`src/core/psl_defines.svh`:
```
`ifndef PSL_DEFINES_SVH
`define PSL_DEFINES_SVH

// device register offsets
`define PSL_DEV_INTERRUPT_PIN_CONTROL 8'h02
`define PSL_DEV_OPERATING_MODE 8'h10
`define PSL_DEV_SLOT_ENABLE_CONTROL 8'h11
`define PSL_DEV_SAMPLING_FREQUENCY 8'h12
`define PSL_DEV_DETECTOR_EMITTER_ROUTING 8'h14
`define PSL_DEV_SAMPLE_AVERAGING 8'h15
`define PSL_DEV_SLOT_A_CHAN1_DARK_OFFSET 8'h18
`define PSL_DEV_SLOT_A_CHAN2_DARK_OFFSET 8'h19
`define PSL_DEV_SLOT_A_CHAN3_DARK_OFFSET 8'h1a
`define PSL_DEV_SLOT_A_CHAN4_DARK_OFFSET 8'h1b
`define PSL_DEV_SLOT_B_CHAN1_DARK_OFFSET 8'h1e
`define PSL_DEV_SLOT_B_CHAN2_DARK_OFFSET 8'h1f
`define PSL_DEV_SLOT_B_CHAN3_DARK_OFFSET 8'h20
`define PSL_DEV_SLOT_B_CHAN4_DARK_OFFSET 8'h21
`define PSL_DEV_RED_EMITTER_COARSE_CURRENT 8'h23
`define PSL_DEV_IR_EMITTER_COARSE_CURRENT 8'h24
`define PSL_DEV_EMITTER_FINE_SETTING 8'h25
`define PSL_DEV_SLOT_A_EMITTER_TIMING 8'h30
`define PSL_DEV_SLOT_A_PULSE_TRAIN 8'h31
`define PSL_DEV_SLOT_B_EMITTER_TIMING 8'h35
`define PSL_DEV_SLOT_B_PULSE_TRAIN 8'h36
`define PSL_DEV_SLOT_A_FRONTEND_TIMING 8'h39
`define PSL_DEV_SLOT_B_FRONTEND_TIMING 8'h3b
`define PSL_DEV_SLOT_A_FRONTEND_GAIN 8'h42
`define PSL_DEV_SLOT_B_FRONTEND_GAIN 8'h44
`define PSL_DEV_CONVERTER_CLOCK_TIMING 8'h4e

// values written by the setup sequence
`define PSL_VAL_MODE_PROGRAM 16'h0001
`define PSL_VAL_MODE_RUN 16'h0002
`define PSL_VAL_INT_PIN 16'h0005
`define PSL_VAL_SLOT_EN 16'h30a9
`define PSL_VAL_FSAMPLE 16'h000a
`define PSL_VAL_ROUTING 16'h0116
`define PSL_VAL_AVERAGING 16'h0330
`define PSL_VAL_OFFSET_UNUSED 16'h3fff
`define PSL_VAL_OFFSET_HALF 16'h1ff0
`define PSL_VAL_RED_COARSE 16'h3005
`define PSL_VAL_IR_COARSE 16'h3007
`define PSL_VAL_FINE 16'h0207
`define PSL_VAL_EMITTER_TIMING 16'h0319
`define PSL_VAL_PULSE_TRAIN 16'h0813
`define PSL_VAL_FRONTEND_TIMING 16'h21f3
`define PSL_VAL_GAIN 16'h1c36
`define PSL_VAL_CONVERTER 16'h0040

// number of writes in the sequence
`define PSL_SEQ_LEN 27

// controller register offsets
`define PSL_REG_CONTROL 4'h0
`define PSL_REG_STATUS 4'h1
`define PSL_REG_IRQ_STATUS 4'h2
`define PSL_REG_IRQ_MASK 4'h3

// field positions
`define PSL_CTRL_START 0
`define PSL_STAT_BUSY 0
`define PSL_STAT_DONE 1
`define PSL_STAT_ERROR 2
`define PSL_IRQ_DONE 0
`define PSL_IRQ_ERROR 1

`endif

```
`src/core/psl_pkg.sv`:
```
package psl_pkg;

  typedef struct packed {
    logic [7:0] addr;
    logic [15:0] data;
  } psl_write_t;

  typedef struct packed {
    logic [3:0] addr;
    logic [31:0] wdata;
    logic wr;
    logic rd;
  } psl_cmd_t;

  typedef enum logic [1:0] {
    PSL_PHASE_IDLE,
    PSL_PHASE_ISSUE,
    PSL_PHASE_WAIT
  } psl_phase_t;

endpackage

```
`src/core/psl_loader.sv`:
```
// Added by the designer: the strobed register port.
`timescale 1ns/1ps
`include "psl_defines.svh"

// Notes on behaviour
// first write puts the device in programming state: 0x0001 to mode register 0x10
// last write starts measurements: 0x0002 to mode register
// registers not written keep device power-up defaults
// 0x0005 to 0x02 enables active-low interrupt drive
// 0x30a9 to 0x11 sets overrun drop, sample mode, 32-bit sums
// 0x000a to 0x12 gives 800 Hz sample rate
// all four photodiode segments feed channels 3 and 4
// 0x0116 to 0x14 activates both slots, infrared in A, red in B
// 0x0330 to 0x15 averages eight samples per slot
// 0x3005 at 0x23 red 100 mA, 0x3007 at 0x24 infrared 130 mA
// 0x0207 to 0x25 sets 593.75 ns fine setting both emitters
// 0x0319 to 0x30 and 0x35: 25 us offset, 3 us width
// 0x0813 to 0x31 and 0x36: 19 us period, eight pulses
// 0x21f3 to 0x39 and 0x3b: front-end fine offset, 15 us offset, 4 us window
// 0x1c36 to 0x42 and 0x44 selects gain, filter, reference, integrator
// 0x0040 to 0x4e runs converter clock only during conversion
// device then delivers 100 reads per second per slot
// output rate equals sample rate divided by averaged samples
// writes strictly in order, each finished before the next starts
module psl_loader
  import psl_pkg::*;
#(
  parameter int IDX_W = 5
) (
  // clock and reset
  input wire logic clk,
  input wire logic reset,
  // software register port
  input wire logic [3:0] sw_addr,
  input wire logic [31:0] sw_wdata,
  input wire logic sw_wr,
  input wire logic sw_rd,
  output logic [31:0] sw_rdata_q,
  // device write port
  output logic dev_wr_req_q,
  output logic [7:0] dev_wr_addr_q,
  output logic [15:0] dev_wr_data_q,
  input wire logic dev_wr_done,
  input wire logic dev_wr_error,
  // interrupt
  output logic irq_q
);

  initial begin
    if ((1 << IDX_W) < `PSL_SEQ_LEN) begin
      $error("psl_loader: index too narrow for sequence");
    end
  end

  // ----------------------------------------
  // sequence table
  // ----------------------------------------
  logic [IDX_W-1:0] idx_q;
  psl_write_t entry;

  // first entry programming state
  // last entry run command
  psl_seq_rom #(
    .IDX_W(IDX_W)
  ) u_rom (
    .index(idx_q),
    .entry(entry)
  );

  // ----------------------------------------
  // software decode
  // ----------------------------------------
  logic start_req;
  logic [1:0] irq_clear;
  logic mask_we;
  logic [1:0] irq_status;
  logic [1:0] irq_mask;
  psl_phase_t phase_q;
  logic done_q;
  logic error_q;
  logic [1:0] irq_event;

  assign start_req = sw_wr && (sw_addr == `PSL_REG_CONTROL) && sw_wdata[`PSL_CTRL_START];
  assign irq_clear = (sw_wr && (sw_addr == `PSL_REG_IRQ_STATUS)) ? sw_wdata[1:0] : 2'h0;
  assign mask_we = sw_wr && (sw_addr == `PSL_REG_IRQ_MASK);

  // ----------------------------------------
  // sequencer
  // ----------------------------------------
  logic last_entry;
  assign last_entry = (idx_q == IDX_W'(`PSL_SEQ_LEN - 1));

  // ordered one at a time
  always_ff @(posedge clk) begin
    if (reset) begin
      phase_q <= PSL_PHASE_IDLE;
    end else begin
      unique case (phase_q)
        PSL_PHASE_IDLE: begin
          if (start_req) begin
            phase_q <= PSL_PHASE_ISSUE;
          end
        end
        PSL_PHASE_ISSUE: begin
          phase_q <= PSL_PHASE_WAIT;
        end
        PSL_PHASE_WAIT: begin
          if (dev_wr_error || (dev_wr_done && last_entry)) begin
            phase_q <= PSL_PHASE_IDLE;
          end else if (dev_wr_done) begin
            phase_q <= PSL_PHASE_ISSUE;
          end
        end
        // the unused fourth code falls back to idle
        default: begin
          phase_q <= PSL_PHASE_IDLE;
        end
      endcase
    end
  end

  always_ff @(posedge clk) begin
    if (reset) begin
      idx_q <= '0;
    end else if (phase_q == PSL_PHASE_IDLE && start_req) begin
      idx_q <= '0;
    end else if (phase_q == PSL_PHASE_WAIT && dev_wr_done && !dev_wr_error && !last_entry) begin
      idx_q <= idx_q + IDX_W'(1);
    end
  end

  // untouched registers left alone
  // request is a single-cycle pulse; address and data hold until the next issue
  always_ff @(posedge clk) begin
    if (reset) begin
      dev_wr_req_q <= 1'b0;
      dev_wr_addr_q <= 8'h00;
      dev_wr_data_q <= 16'h0000;
    end else begin
      dev_wr_req_q <= (phase_q == PSL_PHASE_ISSUE);
      if (phase_q == PSL_PHASE_ISSUE) begin
        dev_wr_addr_q <= entry.addr;
        dev_wr_data_q <= entry.data;
      end
    end
  end

  // rate follows the loaded values
  // sample rate over averaging
  always_ff @(posedge clk) begin
    if (reset) begin
      done_q <= 1'b0;
      error_q <= 1'b0;
    end else if (phase_q == PSL_PHASE_IDLE && start_req) begin
      done_q <= 1'b0;
      error_q <= 1'b0;
    end else if (phase_q == PSL_PHASE_WAIT && dev_wr_error) begin
      error_q <= 1'b1;
    end else if (phase_q == PSL_PHASE_WAIT && dev_wr_done && last_entry) begin
      done_q <= 1'b1;
    end
  end

  assign irq_event[`PSL_IRQ_DONE] = (phase_q == PSL_PHASE_WAIT) && dev_wr_done && !dev_wr_error && last_entry;
  assign irq_event[`PSL_IRQ_ERROR] = (phase_q == PSL_PHASE_WAIT) && dev_wr_error;

  // ----------------------------------------
  // interrupt
  // ----------------------------------------
  psl_irq #(
    .N(2)
  ) u_irq (
    .clk(clk),
    .reset(reset),
    .event_set(irq_event),
    .clear_ones(irq_clear),
    .mask_we(mask_we),
    .mask_wdata(sw_wdata[1:0]),
    .status_q(irq_status),
    .mask_q(irq_mask),
    .irq_q(irq_q)
  );

  // ----------------------------------------
  // read back
  // ----------------------------------------
  always_ff @(posedge clk) begin
    if (reset) begin
      sw_rdata_q <= 32'h0;
    end else if (sw_rd) begin
      unique case (sw_addr)
        `PSL_REG_CONTROL: sw_rdata_q <= {{(32-IDX_W){1'b0}}, idx_q};
        `PSL_REG_STATUS: sw_rdata_q <= {29'h0, error_q, done_q, phase_q != PSL_PHASE_IDLE};
        `PSL_REG_IRQ_STATUS: sw_rdata_q <= {30'h0, irq_status};
        `PSL_REG_IRQ_MASK: sw_rdata_q <= {30'h0, irq_mask};
        default: sw_rdata_q <= 32'h0;
      endcase
    end else begin
      sw_rdata_q <= 32'h0;
    end
  end

endmodule

```
`src/core/psl_seq_rom.sv`:
```
`timescale 1ns/1ps
`include "psl_defines.svh"

module psl_seq_rom
  import psl_pkg::*;
#(
  parameter int IDX_W = 5
) (
  // lookup
  input wire logic [IDX_W-1:0] index,
  output psl_write_t entry
);

  initial begin
    if ((1 << IDX_W) < `PSL_SEQ_LEN) begin
      $error("psl_seq_rom: index too narrow");
    end
  end

  always_comb begin
    entry = '{addr: `PSL_DEV_OPERATING_MODE, data: `PSL_VAL_MODE_PROGRAM};
    // setup writes
    unique case (index)
      5'd0: entry = '{addr: `PSL_DEV_OPERATING_MODE, data: `PSL_VAL_MODE_PROGRAM};
      5'd1: entry = '{addr: `PSL_DEV_INTERRUPT_PIN_CONTROL, data: `PSL_VAL_INT_PIN};
      5'd2: entry = '{addr: `PSL_DEV_SLOT_ENABLE_CONTROL, data: `PSL_VAL_SLOT_EN};
      5'd3: entry = '{addr: `PSL_DEV_SAMPLING_FREQUENCY, data: `PSL_VAL_FSAMPLE};
      5'd4: entry = '{addr: `PSL_DEV_DETECTOR_EMITTER_ROUTING, data: `PSL_VAL_ROUTING};
      5'd5: entry = '{addr: `PSL_DEV_SAMPLE_AVERAGING, data: `PSL_VAL_AVERAGING};
      5'd6: entry = '{addr: `PSL_DEV_SLOT_A_CHAN1_DARK_OFFSET, data: `PSL_VAL_OFFSET_UNUSED};
      5'd7: entry = '{addr: `PSL_DEV_SLOT_A_CHAN2_DARK_OFFSET, data: `PSL_VAL_OFFSET_UNUSED};
      5'd8: entry = '{addr: `PSL_DEV_SLOT_A_CHAN3_DARK_OFFSET, data: `PSL_VAL_OFFSET_HALF};
      5'd9: entry = '{addr: `PSL_DEV_SLOT_A_CHAN4_DARK_OFFSET, data: `PSL_VAL_OFFSET_HALF};
      5'd10: entry = '{addr: `PSL_DEV_SLOT_B_CHAN1_DARK_OFFSET, data: `PSL_VAL_OFFSET_UNUSED};
      5'd11: entry = '{addr: `PSL_DEV_SLOT_B_CHAN2_DARK_OFFSET, data: `PSL_VAL_OFFSET_UNUSED};
      5'd12: entry = '{addr: `PSL_DEV_SLOT_B_CHAN3_DARK_OFFSET, data: `PSL_VAL_OFFSET_HALF};
      5'd13: entry = '{addr: `PSL_DEV_SLOT_B_CHAN4_DARK_OFFSET, data: `PSL_VAL_OFFSET_HALF};
      5'd14: entry = '{addr: `PSL_DEV_RED_EMITTER_COARSE_CURRENT, data: `PSL_VAL_RED_COARSE};
      5'd15: entry = '{addr: `PSL_DEV_IR_EMITTER_COARSE_CURRENT, data: `PSL_VAL_IR_COARSE};
      5'd16: entry = '{addr: `PSL_DEV_EMITTER_FINE_SETTING, data: `PSL_VAL_FINE};
      5'd17: entry = '{addr: `PSL_DEV_SLOT_A_EMITTER_TIMING, data: `PSL_VAL_EMITTER_TIMING};
      5'd18: entry = '{addr: `PSL_DEV_SLOT_A_PULSE_TRAIN, data: `PSL_VAL_PULSE_TRAIN};
      5'd19: entry = '{addr: `PSL_DEV_SLOT_B_EMITTER_TIMING, data: `PSL_VAL_EMITTER_TIMING};
      5'd20: entry = '{addr: `PSL_DEV_SLOT_B_PULSE_TRAIN, data: `PSL_VAL_PULSE_TRAIN};
      5'd21: entry = '{addr: `PSL_DEV_SLOT_A_FRONTEND_TIMING, data: `PSL_VAL_FRONTEND_TIMING};
      5'd22: entry = '{addr: `PSL_DEV_SLOT_B_FRONTEND_TIMING, data: `PSL_VAL_FRONTEND_TIMING};
      5'd23: entry = '{addr: `PSL_DEV_SLOT_A_FRONTEND_GAIN, data: `PSL_VAL_GAIN};
      5'd24: entry = '{addr: `PSL_DEV_SLOT_B_FRONTEND_GAIN, data: `PSL_VAL_GAIN};
      5'd25: entry = '{addr: `PSL_DEV_CONVERTER_CLOCK_TIMING, data: `PSL_VAL_CONVERTER};
      5'd26: entry = '{addr: `PSL_DEV_OPERATING_MODE, data: `PSL_VAL_MODE_RUN};
      default: entry = '{addr: `PSL_DEV_OPERATING_MODE, data: `PSL_VAL_MODE_PROGRAM};
    endcase
  end

endmodule

```
`src/core/psl_irq.sv`:
```
`timescale 1ns/1ps
`include "psl_defines.svh"

module psl_irq
  import psl_pkg::*;
#(
  parameter int N = 2
) (
  // clock and reset
  input wire logic clk,
  input wire logic reset,
  // events and software access
  input wire logic [N-1:0] event_set,
  input wire logic [N-1:0] clear_ones,
  input wire logic mask_we,
  input wire logic [N-1:0] mask_wdata,
  // state
  output logic [N-1:0] status_q,
  output logic [N-1:0] mask_q,
  output logic irq_q
);

  initial begin
    if (N < 1) begin
      $error("psl_irq: need at least one event");
    end
  end

  // set wins over a clear in the same cycle
  always_ff @(posedge clk) begin
    if (reset) begin
      status_q <= '0;
    end else begin
      status_q <= (status_q & ~clear_ones) | event_set;
    end
  end

  always_ff @(posedge clk) begin
    if (reset) begin
      mask_q <= '0;
    end else if (mask_we) begin
      mask_q <= mask_wdata;
    end
  end

  // registered so the top output comes from a flip-flop
  always_ff @(posedge clk) begin
    if (reset) begin
      irq_q <= 1'b0;
    end else begin
      irq_q <= |(((status_q & ~clear_ones) | event_set) & (mask_we ? mask_wdata : mask_q));
    end
  end

endmodule

```
`config.mk`:
```
export PLATFORM = sky130hd
export DESIGN_NAME = psl_loader
export DESIGN_NICKNAME = d
export VERILOG_FILES = /design/src/core/psl_pkg.sv /design/src/core/psl_loader.sv /design/src/core/psl_seq_rom.sv /design/src/core/psl_irq.sv
export VERILOG_INCLUDE_DIRS = /design/src /design/src/core
export SDC_FILE = /design/constraint.sdc
export NUM_CORES = 1
export LEC_CHECK = 0
export CORE_MARGIN = 2
export CORE_UTILIZATION = 50
export CTS_BUF_LIST = sky130_fd_sc_hd__clkbuf_4 sky130_fd_sc_hd__clkbuf_8
export CTS_CLUSTER_SIZE = 30
export DETAILED_ROUTE_END_ITERATION = 6
export DONT_BUFFER_PORTS = 1
export PLACE_DENSITY = 0.77
export RECOVER_POWER = 50
export REMOVE_ABC_BUFFERS = 1
export SYNTH_ARGS = -nofsm -noshare
export SYNTH_HDL_FRONTEND = slang
export SYNTH_HIERARCHICAL = 1
export SYNTH_SLANG_ARGS = --single-unit
```
`constraint.sdc`:
```
create_clock -name clk -period 4.6 [get_ports clk]
set_input_delay 0.92 -clock clk [delete_from_list [all_inputs] [get_ports clk]]
set_output_delay 0.92 -clock clk [all_outputs]
set_load 0.02 [all_outputs]
```
# Yosys cells after proc, flatten, opt, wreduce, memory -nomap -nowiden

Memories as Yosys holds them, arrays and structs flattened. A register that Yosys moved wholly into a read port is not among the register bits.
Index checks and enable logic that the tools add are counted.

Input port bits: 42
Memories: 1
Word-level logic and storage cells: 57
Register bits after elaboration: 71
ROM bits: 672
Output and inout port bits: 58

Equality and inequality tests: 8
Bitwise logic cells: 6
Muxes and demuxes: 7
$add $sub $neg: 1
Reductions and logical operators: 23

Memories:

| name             | words | bits a word | rd ports | clocked after memory_dff | wr ports | line              | source |
|---|---|---|---|---|---|---|---|
| (name not given) | 32    | 21          | 1        | 1                        | 0        | psl_seq_rom.sv:23 | `unique case (index)` |

Operator list:

| cell                                           | number |
|---|---|
| one-hot mux 5 bit (4 select lines)             | 1 |
| logical AND 1 bit                              | 12 |
| two-way mux 2 bit                              | 5 |
| == test 4 x 2 -> 1 bit (second input constant) | 2 |
| one-hot mux 2 bit (3 select lines)             | 1 |
| OR reduction 2 bit                             | 3 |
| adder 5 x 1 -> 5 bit (second input constant)   | 1 |
| == test 5 bit (second input constant)          | 1 |
| bitwise AND 2 bit                              | 2 |
| == test 4 x 1 -> 1 bit (second input constant) | 1 |
| zero test 4 bit                                | 1 |
| AND reduction 2 bit                            | 2 |
| inequality test 3 bit (second input constant)  | 1 |
| == test 2 x 1 -> 1 bit (second input constant) | 1 |
| == test 2 bit (second input constant)          | 1 |
| zero test 1 bit                                | 2 |
| zero test 2 bit                                | 1 |
| inequality test 2 bit (second input constant)  | 1 |
| inverter 1 bit                                 | 2 |
| inverter 2 bit                                 | 1 |
| bitwise OR 2 bit                               | 1 |
| nonzero test 2 bit                             | 1 |
| logical OR 1 bit                               | 1 |

# Longest topological paths before layout

Depth after elaboration: 8
Mapped depth: 8
Mapped depth without buffers: 7

# Modules after synthesis

The synthesis kept the hierarchy.

By module, submodules not included:

| module      | cells each | area an instance (µm²) | times used | seq. area each (µm²) |
|---|---|---|---|---|
| psl_loader  | 213        | 1779.2                 | 1          | 780.7 |
| psl_seq_rom | 118        | 807.0                  | 1          | 0.0 |
| psl_irq     | 17         | 175.2                  | 1          | 100.1 |

# Least setup slack after synthesis

OpenSTA, ideal clock, no wires.

Kind: input port to flip-flop
Start: input sw_addr[1]
End: register done_q
Stages: 4
Buffers on the path: 1
Library setup time: 0.115 ns
Data required time: 4.485 ns
Arrival: 1.932 ns
Path slack: 2.553 ns
Cells stage by stage: buf_6 -> or3_4 -> o41ai_4 -> o21ba_1

Longest elaborated chain between the ends: 5

RTL lines:

| what                            | line              | source |
|---|---|---|
| start: declaration              | psl_loader.sv:34  | `input wire logic [3:0] sw_addr,` |
| zero test 4 bit                 | --                |  |
| logical AND 1 bit (2 in series) | psl_loader.sv:83  | `` assign start_req = sw_wr && (sw_addr == `PSL_REG_CONTROL) && sw_wdata[`PSL_CTRL_START]; `` |
| logical AND 1 bit               | psl_loader.sv:154 | `end else if (phase_q == PSL_PHASE_IDLE && start_req) begin` |
| OR reduction 2 bit (no line)    | --                |  |
| end signal: assignment          | psl_loader.sv:152 | `done_q <= 1'b0;` |
| end signal: assignment          | psl_loader.sv:155 | `done_q <= 1'b0;` |
| end signal: assignment          | psl_loader.sv:160 | `done_q <= 1'b1;` |
| end: declaration                | psl_loader.sv:79  | `logic done_q;` |

No other way between the ends.
A chain may end at the register's enable or synchronous reset.

==> results.yml <==
status:
  status: "complete, no violations"
synth:
  yosysTopAreaCellShare: 0.3190
  syn_inst: 348
  seq_area_frac_synth: 0.3190
  syn_area_per_cell_um2: 7.935
  synth_edf_count: 0
  syn-cell-area_um2: 2761
  ys_top_cells_by_count: "60 x nand2_1, 44 x dfxtp_1, 41 x a21oi_1"
  synth_most_common_cell: "nand2_1"
  synth_area_leaders: "dfxtp_1 32%, buf_4 8.7%, nand2_1 8.2%"
  yosysUniqueCellTypes: 57
  synth_warnings: 6
  ys_ff_latch: 44
  synthArstFlopShare: 0
  yosysTopAreaCell: "dfxtp_1"
  ys.flop_type: "dfxtp_1"
setup_path:
  required_ps: 4830
  r2r_slack_ps: 2160
  worstPathMaxFanout: 21
  path_class: "flop to flop"
  worstPathArrival_ps: 2680
  r2r-end: "dev_wr_data_q[11]$_SDFFE_PP0P_"
  r2r_cells: 7
  cp-end-kind: "flop"
  worstSetupStartpointType: "flop"
  reg2reg_from: "idx_q[1]$_SDFFE_PP0P_"
timing:
  timing.final.max_slew_violations: 0
  fin_skew_ps: 6.620
  relSlewSlack: 0.1985
  period_share: 0.5312
  hold_viol: 0
  tns_ps: 0
  grt_setup_unrepaired: "false"
  setup_viol: 0
  fmax_mhz: 409.2
  period_minus_slack_ps: 2444
  tightest_slew_ps: 1187
power:
  p_clk_frac: 0.495
  p_switching_uw: 157.9
  seqPwrFrac: 0.469
  power_density_nw_per_um2: 297.6
  swShare: 0.1938
  ir_worst_vdd_mv: 0.1740
  internal-power_uw: 657.0
  power.share.combinational: 0.036
  leakage_nw: 0.9746
finish:
  syn_to_final_growth_pct: -0.8607
  num_antenna_cells: 0
  postLayoutCellArea_um2: 2738
  seq_area_um2: 880.8
  multi_input_area_um2: 1529
  fillers: 541
  drive_above_1_share: 0.05689
  fin_util: 0.5065
  layout.nets: 384
route:
  wl_per_cell_um: 13.67
  first_pass_iters: 4
  ant_nets: 0
  via_count: 2204
  totalWireLength_um: 5550
  routed_via_density: 5.429
  drc: 0
  drt-initial-drc-count: 217
global_routing:
  grt.overflow.total: 0
  grt_pass1_vias: 2088
  grt_pass1_wl_um: 9301
  grt_max_degree: 41
  antenna_found_initial: 0
  grt.total_usage: 0.1854
cts:
  htree_num_levels: 2
  cts_buffers: 5
  cts_tree: "built"
  post-cts-setup-buffer-count: 0
  cts_root_buf: "clkbuf_8"
  worstSkewPairLatency_ps: 300
  post_cts_resized: 0
  cts_buffer_depth: 2
  clkSinkCount: 44
  cts.clk_slew.worst_paths_ps: 80
  hold_buffers: 0
placement:
  portBuffers: 0
  gp_congestion: 0.8790
  dp_hpwl_um: 3645
  place_area_um2: 2603
min_path:
  hp-start: "error_q$_SDFFE_PP0P_"
  hold_depth: 2
  hold_end: "error_q$_SDFFE_PP0P_"
  worstHoldPathType: "flop to flop"
die:
  rows: 27
  die-area_um2: 6133
  io_pins: 100
  start_util: 0.5109
  die_w_um: 78.32
  die_h_um: 78.32
  coreArea_um2: 5405
run:
  drv_cap: 0
worst max path at each step:
stage	start	to	slack (ps)	cells past startpoint
2_1_floorplan	idx_q[1]$_SDFFE_PP0P_	dev_wr_data_q[11]$_SDFFE_PP0P_	2570	7
3_3_place_gp	idx_q[1]$_SDFFE_PP0P_	dev_wr_data_q[11]$_SDFFE_PP0P_	2220	7
3_5_place_dp	idx_q[1]$_SDFFE_PP0P_	dev_wr_data_q[11]$_SDFFE_PP0P_	2220	7
4_1_cts	idx_q[1]$_SDFFE_PP0P_	dev_wr_data_q[11]$_SDFFE_PP0P_	2170	7
5_1_grt	idx_q[1]$_SDFFE_PP0P_	dev_wr_data_q[11]$_SDFFE_PP0P_	1960	7
6_report	idx_q[1]$_SDFFE_PP0P_	dev_wr_data_q[11]$_SDFFE_PP0P_	2160	7
per-layer routing:
metal,global-route usage,routed length (µm),vias up
met4,0.06316,95,0
met2,0.3233,2628,84
met3,0.03563,353,11
met1,0.2287,2473,994
li1,-,-,1115
met5,0,0,-
flip-flops by register name, summed over array words and instances (netlist names), 2 cells and up:
register and flops:
idx_q 5, dev_wr_data_q 16, phase_q 2, dev_wr_addr_q 8, sw_rdata_q 5, u_irq/status_q 2
u_irq/mask_q 2
cell type report:
cell class	count	area share
clock buffer	5	0.02514
clock inverter	3	0.03291
inverter	15	0.02057
multi-input combinational	264	0.5585
sequential	44	0.3218
tap	72	0.03291
timing repair buffer	3	0.008227
logic make-up (layout without fill, tap and decap cells):
kind of cell | after synthesis | count (layout) | synth area share
flops | 44 | 44 | 0.3190
other cells | 2 | 30 | 0.002720
compound gates | 94 | 94 | 0.2216
simple gates | 118 | 118 | 0.2116
fa+ha+maj | 9 | 9 | 0.04078
mux | 13 | 13 | 0.04758
buf+inv | 68 | 26 | 0.1568
critical path, stage by stage (launching register included):
cell and delay [ps]:
dfxtp_1 790, inv_1 350, ha_1 440, nand2b_1 180, a311o_1 400, nand2_1 60
nand2_1 50, a21oi_1 110
power by group through the flow:
stage               Sequential [mW]  Clock, mW  Combinational, mW
floorplan                     0.391          0             0.0283
global placement              0.392          0             0.0298
detailed placement            0.392          0             0.0301
CTS                           0.383      0.413             0.0301
global route                  0.383      0.426             0.0317
finish                        0.383      0.403             0.0290
cell usage in the layout (no fill, tap or decap), types with 3 or more instances in the layout:
| cell type | synthesis | routed |
|---|---|---|
| buf_4 | 32 | 3 |
| mux2i_1 | 12 | 12 |
| bufinv_16 | 0 | 3 |
| o21ai_0 | 14 | 14 |
| o211ai_1 | 3 | 3 |
| dfxtp_1 | 44 | 44 |
| nand2b_1 | 10 | 10 |
| ha_1 | 9 | 9 |
| a21oi_1 | 41 | 41 |
| or3_1 | 4 | 5 |
| nand3_1 | 4 | 4 |
| conb_1 | 2 | 30 |
| a2bb2oi_1 | 3 | 3 |
| nor2b_1 | 5 | 5 |
| a21o_1 | 3 | 3 |
| a221oi_1 | 3 | 3 |
| nand2_1 | 60 | 60 |
| clkbuf_8 | 0 | 5 |
| nand3b_1 | 3 | 3 |
| nor2_1 | 13 | 13 |
| inv_1 | 14 | 14 |
| o221ai_1 | 4 | 4 |
| o22ai_1 | 5 | 5 |
through the flow:
step	setup slack [ps]	power [mW]	instances	hold slack (ps)
2_1_floorplan	2568	0.4198	323	439.8
3_3_place_gp	2223	0.4215	398	450.6
3_5_place_dp	2225	0.4218	398	469.3
4_1_cts	2170	0.8257	406	491.4
5_1_grt	1964	0.8407	406	518.8
6_report	2156	0.8149	406	486.7
Power figures use the tool's default switching activity.
